==> src/ofd_pkg.sv <==
// Purpose: Constants for the output force and disarm test controller.
// Assumes: 100 MHz clk_sys, APB slave with 32-bit data.
// Notes: Summary of operation below.
// Summary of operation
// - Timed output force holds only while its timer runs, then contact is normal.
// - Permanent output force holds until forcing is cancelled.
// - Group force overrides single-contact force within the same group.
// - A disarmed contact ignores force commands.
// - Contact is forced only if not disarmed and force command applied.
// - A disarmed group has switching suppressed on all contacts except zone-interlock, supervision, latched or hold-running ones.
// - Zone-interlock output and supervision contact are never disarmed.
// - Timed group disarm holds only while its timer runs.
// - Permanent group disarm holds until cancelled.
// - A latched, not yet reset contact is not disarmed; a contact that latches after it is disarmed stays disarmed.
// - Disarm waits for a running off-delay hold timer to expire.
// - Disarm needs disarm control active and direct disarm command applied.
// - Temperature force holds permanently or until its timeout expires.
// - Displayed temperatures freeze while temperature forcing is active.
// - Live temperatures are shown again when forcing ends.
// - An operator reboot request performs a full reboot.
// - Healthy indicator steady green only after boot with protection running.
// - Flag set when calculated phase sequence differs from the setting.
package ofd_pkg;
  localparam int NOUT = 8;
  localparam int TW = 16;
  localparam logic [7:0] ADDR_CTRL = 8'h00;
  localparam logic [7:0] ADDR_FVAL = 8'h04;
  localparam logic [7:0] ADDR_TOUT = 8'h08;
  localparam logic [7:0] ADDR_STAT = 8'h0c;
  localparam logic [7:0] ADDR_IRQS = 8'h10;
  localparam logic [7:0] ADDR_IMSK = 8'h14;
  localparam logic [7:0] ADDR_TEMP = 8'h18;
  localparam logic [7:0] ADDR_OUTS = 8'h1c;
  // Control register bit positions.
  localparam int C_FSGL = 0;
  localparam int C_FGRP = 1;
  localparam int C_FPERM = 2;
  localparam int C_DCTL = 3;
  localparam int C_DCMD = 4;
  localparam int C_DPERM = 5;
  localparam int C_TFRC = 6;
  localparam int C_TPERM = 7;
  localparam int C_BOOT = 8;
  localparam int C_FSEL = 16;
  // Fixed indices of never-disarmed outputs.
  localparam int ZONE_IDX = 6;
  localparam int SUPV_IDX = 7;
  // Timeout tick period: 1 ms at 100 MHz.
  localparam int TICK_NS = 1000000;
  localparam int CLK_NS = 10;
  localparam int TICK_CYC = TICK_NS / CLK_NS;
  localparam logic [31:0] CTRL_RST = 32'h0000_0000;
  typedef enum logic [1:0] {OFD_BOOT, OFD_RUN, OFD_REBOOT} ofd_state_t;
endpackage

==> src/ofd_output_force_disarm.sv <==
// Purpose: Force and disarm control of relay outputs and temperature inputs.
// Assumes: Controls arrive over APB; relay/latch/hold inputs are asynchronous.
// Notes: Timeouts count 1 ms ticks.
`timescale 1ns/1ns
module ofd_output_force_disarm
  import ofd_pkg::*;
#(
  parameter int TICK_CYCLES = ofd_pkg::TICK_CYC
) (
  // Clock and reset.
  input wire logic clk_sys,
  input wire logic rst,
  // APB slave.
  input wire logic psel,
  input wire logic penable,
  input wire logic pwrite,
  input wire logic [7:0] paddr,
  input wire logic [31:0] pwdata,
  output logic [31:0] prdata,
  output logic pready,
  output logic pslverr,
  // Relay side.
  input wire logic [ofd_pkg::NOUT-1:0] relayLogic,
  input wire logic [ofd_pkg::NOUT-1:0] relayLatched,
  input wire logic [ofd_pkg::NOUT-1:0] relayHoldRun,
  output logic [ofd_pkg::NOUT-1:0] relayDrive,
  output logic [ofd_pkg::NOUT-1:0] relayDisarmed,
  // Temperature side.
  input wire logic [15:0] tempLive,
  output logic [15:0] tempOut,
  output logic [15:0] tempShown,
  // Status and system.
  input wire logic protRunning,
  input wire logic [1:0] phaseCalc,
  input wire logic [1:0] phaseSetting,
  output logic healthyGreen,
  output logic phaseMismatch,
  output logic rebootReq,
  output logic irq
);
  import ofd_pkg::*;

  logic [31:0] ctrl_q;
  logic [31:0] fval_q;
  logic [31:0] tout_q;
  logic [2:0] irqs_q;
  logic [2:0] imsk_q;
  logic [15:0] tempFrozen_q;
  logic [15:0] tempForce_q;
  logic [TW-1:0] fTimer_q;
  logic [TW-1:0] dTimer_q;
  logic [TW-1:0] tTimer_q;
  logic [31:0] tickCnt_q;
  logic tick;
  logic fActive_q;
  logic dActive_q;
  logic tActive_q;
  logic [NOUT-1:0] disarm_q;
  logic [NOUT-1:0] latS1_q, latS2_q, holdS1_q, holdS2_q, relS1_q, relS2_q;
  logic [1:0] phcS1_q, phcS2_q, phsS1_q, phsS2_q;
  logic protS1_q, protS2_q;
  ofd_state_t state_q;
  logic wrEn;
  logic rdEn;
  logic fReq;
  logic dReq;
  logic tReq;
  logic [NOUT-1:0] forceMask;
  logic [NOUT-1:0] disarmable;
  logic [NOUT-1:0] disarm_d;
  logic fExpire;
  logic dExpire;
  logic tExpire;

  // Marks the tick on which a timed request runs out.
  function automatic logic timerExpired(input logic active,
    input logic perm, input logic tk, input logic [TW-1:0] count);
    timerExpired = active && !perm && tk && count == 16'h0001;
  endfunction

  always_ff @(posedge clk_sys) begin
    latS1_q <= relayLatched;
    latS2_q <= latS1_q;
    holdS1_q <= relayHoldRun;
    holdS2_q <= holdS1_q;
    relS1_q <= relayLogic;
    relS2_q <= relS1_q;
    phcS1_q <= phaseCalc;
    phcS2_q <= phcS1_q;
    phsS1_q <= phaseSetting;
    phsS2_q <= phsS1_q;
    protS1_q <= protRunning;
    protS2_q <= protS1_q;
  end

  assign pready = 1'b1;
  assign wrEn = psel && penable && pwrite;
  assign rdEn = psel && penable && !pwrite;
  assign pslverr = psel && penable && (paddr > ADDR_OUTS || paddr[1:0] != 2'b00);

  always_ff @(posedge clk_sys) begin
    if (rst) begin
      ctrl_q <= CTRL_RST;
      fval_q <= 32'h0000_0000;
      tout_q <= 32'h0000_0000;
      imsk_q <= 3'h0;
    end else if (wrEn) begin
      case (paddr)
        ADDR_CTRL: ctrl_q <= pwdata;
        ADDR_FVAL: fval_q <= pwdata;
        ADDR_TOUT: tout_q <= pwdata;
        ADDR_IMSK: imsk_q <= pwdata[2:0];
        default: ;
      endcase
    end else begin
      // A timed request that expired clears its own request bit.
      if (fExpire) begin
        ctrl_q[C_FSGL] <= 1'b0;
        ctrl_q[C_FGRP] <= 1'b0;
      end
      if (dExpire) begin
        ctrl_q[C_DCMD] <= 1'b0;
      end
      if (tExpire) begin
        ctrl_q[C_TFRC] <= 1'b0;
      end
      if (ctrl_q[C_BOOT]) begin
        ctrl_q[C_BOOT] <= 1'b0;
      end
    end
  end

  always_ff @(posedge clk_sys) begin
    if (rst || tick) begin
      tickCnt_q <= 32'h0000_0000;
    end else begin
      tickCnt_q <= tickCnt_q + 32'h0000_0001;
    end
  end
  assign tick = (tickCnt_q == 32'(TICK_CYCLES - 1));

  assign fReq = ctrl_q[C_FSGL] || ctrl_q[C_FGRP];
  assign dReq = ctrl_q[C_DCTL] && ctrl_q[C_DCMD];
  assign tReq = ctrl_q[C_TFRC];
  assign fExpire = timerExpired(fActive_q, ctrl_q[C_FPERM], tick,
                                fTimer_q);
  assign dExpire = timerExpired(dActive_q, ctrl_q[C_DPERM], tick,
                                dTimer_q);
  assign tExpire = timerExpired(tActive_q, ctrl_q[C_TPERM], tick,
                                tTimer_q);

  always_ff @(posedge clk_sys) begin
    if (rst || !fReq) begin
      fActive_q <= 1'b0;
      fTimer_q <= '0;
    end else if (!fActive_q) begin
      fActive_q <= 1'b1;
      fTimer_q <= tout_q[TW-1:0];
    end else if (!ctrl_q[C_FPERM] && tick && fTimer_q != '0) begin
      fTimer_q <= fTimer_q - 16'h0001;
    end
  end

  always_ff @(posedge clk_sys) begin
    if (rst || !dReq) begin
      dActive_q <= 1'b0;
      dTimer_q <= '0;
    end else if (!dActive_q) begin
      dActive_q <= 1'b1;
      dTimer_q <= tout_q[2*TW-1:TW];
    end else if (!ctrl_q[C_DPERM] && tick && dTimer_q != '0) begin
      dTimer_q <= dTimer_q - 16'h0001;
    end
  end

  always_ff @(posedge clk_sys) begin
    if (rst || !tReq) begin
      tActive_q <= 1'b0;
      tTimer_q <= '0;
    end else if (!tActive_q) begin
      tActive_q <= 1'b1;
      tTimer_q <= tout_q[TW-1:0];
    end else if (!ctrl_q[C_TPERM] && tick && tTimer_q != '0) begin
      tTimer_q <= tTimer_q - 16'h0001;
    end
  end

  genvar gi;
  generate
    for (gi = 0; gi < NOUT; gi++) begin : g_out
      if (gi == ZONE_IDX || gi == SUPV_IDX) begin : g_fixed
        assign disarmable[gi] = 1'b0;
      end else begin : g_arm
        assign disarmable[gi] = 1'b1;
      end
      assign forceMask[gi] = ctrl_q[C_FGRP] ||
        (ctrl_q[C_FSGL] && ctrl_q[C_FSEL+2:C_FSEL] == 3'(gi));
      // Next disarm state, shared by the flag and the drive so both agree.
      assign disarm_d[gi] = !dActive_q ? 1'b0 :
        (disarmable[gi] && !latS2_q[gi] && !holdS2_q[gi]) ? 1'b1 :
        disarm_q[gi];
      always_ff @(posedge clk_sys) begin
        if (rst) begin
          disarm_q[gi] <= 1'b0;
        end else begin
          disarm_q[gi] <= disarm_d[gi];
        end
      end
      always_ff @(posedge clk_sys) begin
        if (rst) begin
          relayDrive[gi] <= 1'b0;
        end else if (disarm_d[gi]) begin
          relayDrive[gi] <= 1'b0;
        end else if (fActive_q && forceMask[gi]) begin
          // Group force uses the group value bit, single force its own bit.
          relayDrive[gi] <= ctrl_q[C_FGRP] ? fval_q[8] : fval_q[gi];
        end else begin
          relayDrive[gi] <= relS2_q[gi];
        end
      end
    end
  endgenerate
  assign relayDisarmed = disarm_q;

  always_ff @(posedge clk_sys) begin
    if (rst) begin
      tempFrozen_q <= 16'h0000;
      tempForce_q <= 16'h0000;
      tempOut <= 16'h0000;
      tempShown <= 16'h0000;
    end else begin
      tempForce_q <= fval_q[31:16];
      if (!tActive_q) begin
        tempFrozen_q <= tempLive;
        tempShown <= tempLive;
        tempOut <= tempLive;
      end else begin
        tempShown <= tempFrozen_q;
        tempOut <= tempForce_q;
      end
    end
  end

  always_ff @(posedge clk_sys) begin
    if (rst) begin
      state_q <= OFD_BOOT;
    end else begin
      case (state_q)
        OFD_BOOT: if (protS2_q) state_q <= OFD_RUN;
        OFD_RUN: begin
          if (ctrl_q[C_BOOT]) begin
            state_q <= OFD_REBOOT;
          end else if (!protS2_q) begin
            state_q <= OFD_BOOT;
          end
        end
        OFD_REBOOT: state_q <= OFD_BOOT;
        default: state_q <= OFD_BOOT;
      endcase
    end
  end

  always_ff @(posedge clk_sys) begin
    if (rst) begin
      healthyGreen <= 1'b0;
      rebootReq <= 1'b0;
      phaseMismatch <= 1'b0;
    end else begin
      healthyGreen <= (state_q == OFD_RUN) && protS2_q;
      rebootReq <= (state_q == OFD_REBOOT);
      phaseMismatch <= (phcS2_q != phsS2_q);
    end
  end

  // Events: force expiry, disarm expiry, phase mismatch rise.
  logic [2:0] evt;
  assign evt[0] = fExpire;
  assign evt[1] = dExpire;
  assign evt[2] = (phcS2_q != phsS2_q) && !phaseMismatch;

  always_ff @(posedge clk_sys) begin
    if (rst) begin
      irqs_q <= 3'h0;
    end else if (rdEn && paddr == ADDR_IRQS) begin
      irqs_q <= evt;
    end else begin
      irqs_q <= irqs_q | evt;
    end
  end
  assign irq = |(irqs_q & imsk_q);

  always_comb begin
    prdata = 32'h0000_0000;
    if (rdEn) begin
      case (paddr)
        ADDR_CTRL: prdata = ctrl_q;
        ADDR_FVAL: prdata = fval_q;
        ADDR_TOUT: prdata = tout_q;
        ADDR_STAT: prdata = {24'h000000, 2'b00, rebootReq, healthyGreen,
                             phaseMismatch, tActive_q, dActive_q, fActive_q};
        ADDR_IRQS: prdata = {29'h0, irqs_q};
        ADDR_IMSK: prdata = {29'h0, imsk_q};
        ADDR_TEMP: prdata = {tempOut, tempShown};
        ADDR_OUTS: prdata = {16'h0000, disarm_q, relayDrive};
        default: prdata = 32'h0000_0000;
      endcase
    end
  end
endmodule

==> config.mk <==
export PLATFORM = sky130hd
export DESIGN_NAME = ofd_output_force_disarm
export DESIGN_NICKNAME = d
export VERILOG_FILES = /design/src/ofd_pkg.sv /design/src/ofd_output_force_disarm.sv
export SDC_FILE = /design/constraint.sdc
export NUM_CORES = 1
export LEC_CHECK = 0
export BUFFER_PORTS_ARGS = -buffer_cell sky130_fd_sc_hd__buf_2
export CAP_MARGIN = 20
export CORE_MARGIN = 2
export CORE_UTILIZATION = 55
export DETAILED_ROUTE_END_ITERATION = 10
export GPL_TIMING_DRIVEN = 0
export PLACE_DENSITY = 0.77
export REMOVE_ABC_BUFFERS = 1
export SYNTH_ARGS = -nofsm -noshare
export SYNTH_HDL_FRONTEND = slang
export SYNTH_SLANG_ARGS = --single-unit
==> constraint.sdc <==
create_clock -name clk_sys -period 3.1 [get_ports clk_sys]
set_input_delay 0.465 -clock clk_sys [delete_from_list [all_inputs] [get_ports clk_sys]]
set_output_delay 0.465 -clock clk_sys [all_outputs]
set_load 0.05 [all_outputs]
==> impl_table.tex <==
\begin{tabular}{lr}
\hline
Metric & Value \\
\hline
\multicolumn{2}{l}{\textbf{Outcome}} \\
\quad Status & finished clean \\
\multicolumn{2}{l}{\textbf{Power}} \\
\quad Pint & 0.00632 W \\
\quad Psw & 0.00184 W \\
\quad Maximum ir drop on the vdd rail & 486 uV \\
\quad Power density cells & 546 nW/um\^{}2 \\
\quad Sw frac & 22.6\% \\
\quad Sequential share of power & 49.3\% \\
\quad Static power due to leakage & 5.56 nW \\
\quad Relative contribution of combinational cells to total power & 4.6\% \\
\quad Proportion of power drawn by the clock network & 46.1\% \\
\multicolumn{2}{l}{\textbf{Setup path}} \\
\quad Crit path required time & 2.63 ns \\
\quad Maximum fanout along the worst path & 10 \\
\quad Critical Path Slowest Stage Cell & nor2\_1 \\
\quad CP Class & primary input to output pin \\
\quad Arrival time worst endpoint & 2.59 ns \\
\quad Startpoint Class & primary input \\
\quad Category of the worst setup path capture point & output pin \\
\quad Largest stage delay on the critical path & 0.43 ns \\
\quad Buf+Inv Stages, Crit Path & 3 \\
\quad Cell family with the largest share of critical-path delay & simple AND/OR/NAND/NOR gates \\
\quad Worst reg-to-reg setup slack & 0.18 ns \\
\quad Worst path cell trace & buf\_2, nor2\_1, nand3\_1, nor2\_2, buf\_6, a22oi\_1, a21oi\_1, buf\_4 \\
\multicolumn{2}{l}{\textbf{Logic synthesis}} \\
\quad Mapped cell area & 12200 um\^{}2 \\
\quad Cells taking the most area after synthesis & dfxtp\_1, nand2\_1, a21oi\_1, nor2\_1, a222oi\_1 \\
\quad Number of different library cells in the post-synthesis netlist & 65 \\
\quad Yosys warning count & 0 \\
\quad Sequential area share after synthesis & 49.8\% \\
\quad Commonest cells post-synth & dfxtp\_1, nand2\_1, a21oi\_1, nor2\_1, clkbuf\_1 \\
\quad Post-Synthesis Cells & 1454 \\
\quad Leading cell type by number of instances after synthesis & dfxtp\_1 \\
\quad Share of flip-flops with an asynchronous set or reset after synthesis & 0\% \\
\quad EDFF count, synth & 0 \\
\quad Number of synthesized register bits & 304 \\
\quad Area fraction of the dominant cell type after synthesis & 49.8\% \\
\quad Cell accounting for the most synthesized area & dfxtp\_1 \\
\quad Syn Area/Cell & 8.40 um\^{}2 \\
\quad Top FF cell, synth & dfxtp\_1 \\
\multicolumn{2}{l}{\textbf{STA}} \\
\quad Clock period minus worst slack & 3.05 ns \\
\quad Worst Skew & 0.0211 ns \\
\quad Maximum achievable frequency & 327 MHz \\
\quad Max Transition Viols Final & 0 \\
\quad Least-Margin Pin Slew & 1.04 ns \\
\quad Setup-failing EPs final & 0 \\
\quad Part of the cycle the worst path needs & 98.5\% \\
\quad Slew headroom & 30.5\% \\
\quad Fin. Hold Viols & 0 \\
\quad Fin Hold WS & 0.0171 ns \\
\multicolumn{2}{l}{\textbf{Layout}} \\
\quad Nets & 1722 \\
\quad Area overhead of the layout relative to synthesis & 22.4\% \\
\quad Antenna Diode Count & 0 \\
\quad Utilization after layout & 68.5\% \\
\quad Number of standard cells in the layout, taps in and fillers out & 1925 \\
\quad Ratio of cells with drive above 1 in the final layout & 18.1\% \\
\multicolumn{2}{l}{\textbf{Route}} \\
\quad Initial DRC Count & 1312 \\
\quad Via density per instance & 6.11 \\
\quad WL met3 & 3900 um \\
\quad Metal1 wirelength & 15100 um \\
\quad Routed WL & 38600 um \\
\quad Routed len/inst & 20.1 um \\
\quad Routed via count & 11.8k \\
\quad DR WL met2 & 17400 um \\
\quad 1st-pass router iterations & 8 \\
\quad Remaining antenna violation count after routing & 0 \\
\quad Number of remaining DRC errors & 0 \\
\quad Top sig layer & met4 \\
\multicolumn{2}{l}{\textbf{Floorplan}} \\
\quad Y dimension of the die & 153 um \\
\quad I/O pin cnt & 176 \\
\quad Initial core utilization & 56.0\% \\
\quad Placeable core region & 21800 um\^{}2 \\
\quad Die X & 153 um \\
\quad Total die area & 23400 um\^{}2 \\
\quad FP Rows & 54 \\
\multicolumn{2}{l}{\textbf{Worst hold path}} \\
\quad Class of the tightest hold or removal check & primary input to flop \\
\multicolumn{2}{l}{\textbf{Global routing}} \\
\quad Wire length of the first global-routing pass & 61200 um \\
\quad Number of global-route vias before repair & 11.4k \\
\quad Pin count of the biggest net entering global routing & 85 \\
\quad Combined global-route utilization of all metal layers & 32.1\% \\
\quad Initial antenna violation count & 0 \\
\quad GRT overflow & 0 \\
\multicolumn{2}{l}{\textbf{Placement}} \\
\quad Count of input and output buffers & 170 \\
\quad Routability Congestion & 0.919 \\
\quad Placed Instances & 1826 \\
\quad HPWL after detailed placement & 24700 um \\
\multicolumn{2}{l}{\textbf{Job}} \\
\quad Maximum capacitance violations & 0 \\
\multicolumn{2}{l}{\textbf{Clock tree}} \\
\quad Max H-tree Level & 1 \\
\quad Register clock-pin slew on the reported worst setup and hold paths & 0.06 ns \\
\quad Clock tree from TritonCTS & built \\
\quad Worst skew pair latency & 0.57 ns \\
\quad Clock buffer count from CTS & 31 \\
\quad Clock Root Buffer & clkbuf\_16 \\
\quad Bufs on Longest Clock Path & 3 \\
\quad TritonCTS Sinks & 304 \\
\hline
\end{tabular}
==> metrics by stage <==
step	total power [W]	area (um^2)	worst slack, ns	setup TNS [ns]
2_1_floorplan	0.00426	11900	-0.794	-47.05
3_3_place_gp	0.00443	13100	-2.79	-446.30
3_5_place_dp	0.00444	13300	-0.847	-59.94
4_1_cts	0.00817	14900	0.00427	0
5_1_grt	0.00837	14900	-0.00819	-0.0134
6_report	0.00816	14900	0.0464	0
==> routing by layer <==
layer	global-route usage, %	vias up
li1	-	5445
met5	0	-
met3	5.98	155
met1	41.5	5487
met2	51.3	674
met4	16.9	0
==> worst paths after layout <==
path,endpoint,cells after the start,start
min reg2reg,phsS2_q[1]$_DFF_P_,0,phsS1_q[1]$_DFF_P_
max reg2reg,tickCnt_q[21]$_SDFF_PP0_,6,tickCnt_q[0]$_SDFF_PP0_
max,prdata[7],8,paddr[1]
min,phcS1_q[0]$_DFF_P_,1,phaseCalc[0]
==> kinds of logic after synthesis <==
logic type	share of synthesized area, %
other cells	0.0307
simple gates	23.8
flops	49.8
fa+ha+maj	0.717
xor+xnor	4.80
mux	0.584
buf+inv	3.58
compound gates	16.6
==> area by class of cell <==
type / instances / area [um^2]
repair buffers: 227 / 1570
fillers: 1693 / 6870
well taps: 280 / 350
inverters: 20 / 80.1
multi-input cells: 1041 / 5820
clock inverters: 11 / 158
clock buffers: 42 / 877
flip-flops and latches: 304 / 6090
==> worst register-to-register path, delay by kind of cell, from the launching register on <==
| kind | cells | cell delay (ns) |
|---|---|---|
| fa+ha+maj | 1 | 0.27 |
| flops | 1 | 0.39 |
| simple gates | 5 | 2.11 |
==> power by group through the flow <==
stage / logic (W) / registers (W) / clock network [W]
floorplan: 0.0000688 / 0.00419 / 0
global placement: 0.000325 / 0.00410 / 0
detailed placement: 0.000334 / 0.00411 / 0
CTS: 0.000364 / 0.00402 / 0.00378
global route: 0.000395 / 0.00402 / 0.00395
finish: 0.000375 / 0.00402 / 0.00376
==> cell usage in the layout (no fill, tap or decap), types with 5 or more instances in the layout <==
cell type      instances
dlygate4sd3_1         22
nor3_1                23
nand3_1               33
clkbuf_4               5
nand4_1               21
nor4_1                22
nand3b_1               8
o21ai_0               49
clkbuf_8               6
nor2_1                99
nor3b_1                7
nor2b_1               24
buf_4                 27
nor2_4                 6
buf_6                  7
nor3_2                 5
xor2_1                33
dfxtp_1              302
buf_12                 6
a222oi_1              33
a22oi_1               15
a21oi_1              207
inv_1                 19
buf_2                154
nand2_1              290
a31oi_1               10
or3_1                 12
mux2i_1                6
clkbuf_16             31
clkbuf_1               5
or4_1                 13
and3_1                10
ha_1                   7
xnor2_1               34
==> sequential cells by signal, indices dropped and copies added, names as in the netlist, 8 cells and up <==
| name | cells |
|---|---|
| tempFrozen_q | 16 |
| tTimer_q | 16 |
| tempOut | 16 |
| dTimer_q | 16 |
| relayDisarmed | 8 |
| ctrl_q | 32 |
| tout_q | 32 |
| relS2_q | 8 |
| fTimer_q | 16 |
| fval_q | 32 |
| tempForce_q | 16 |
| tickCnt_q | 32 |
| relayDrive | 8 |
| relS1_q | 8 |
==> repair_timing <==
item / 4_1_cts / 5_1_grt
gates resized for setup: 16 / 20
pin swaps: 9 / 2
setup buffers: 20 / 1
hold buffers: 21 / 1
setup endpoints to repair: 55 / 31
endpoints found under the hold margin: 21 / 1
cloned: 3 / 0
(Power assumes the default switching activity.)
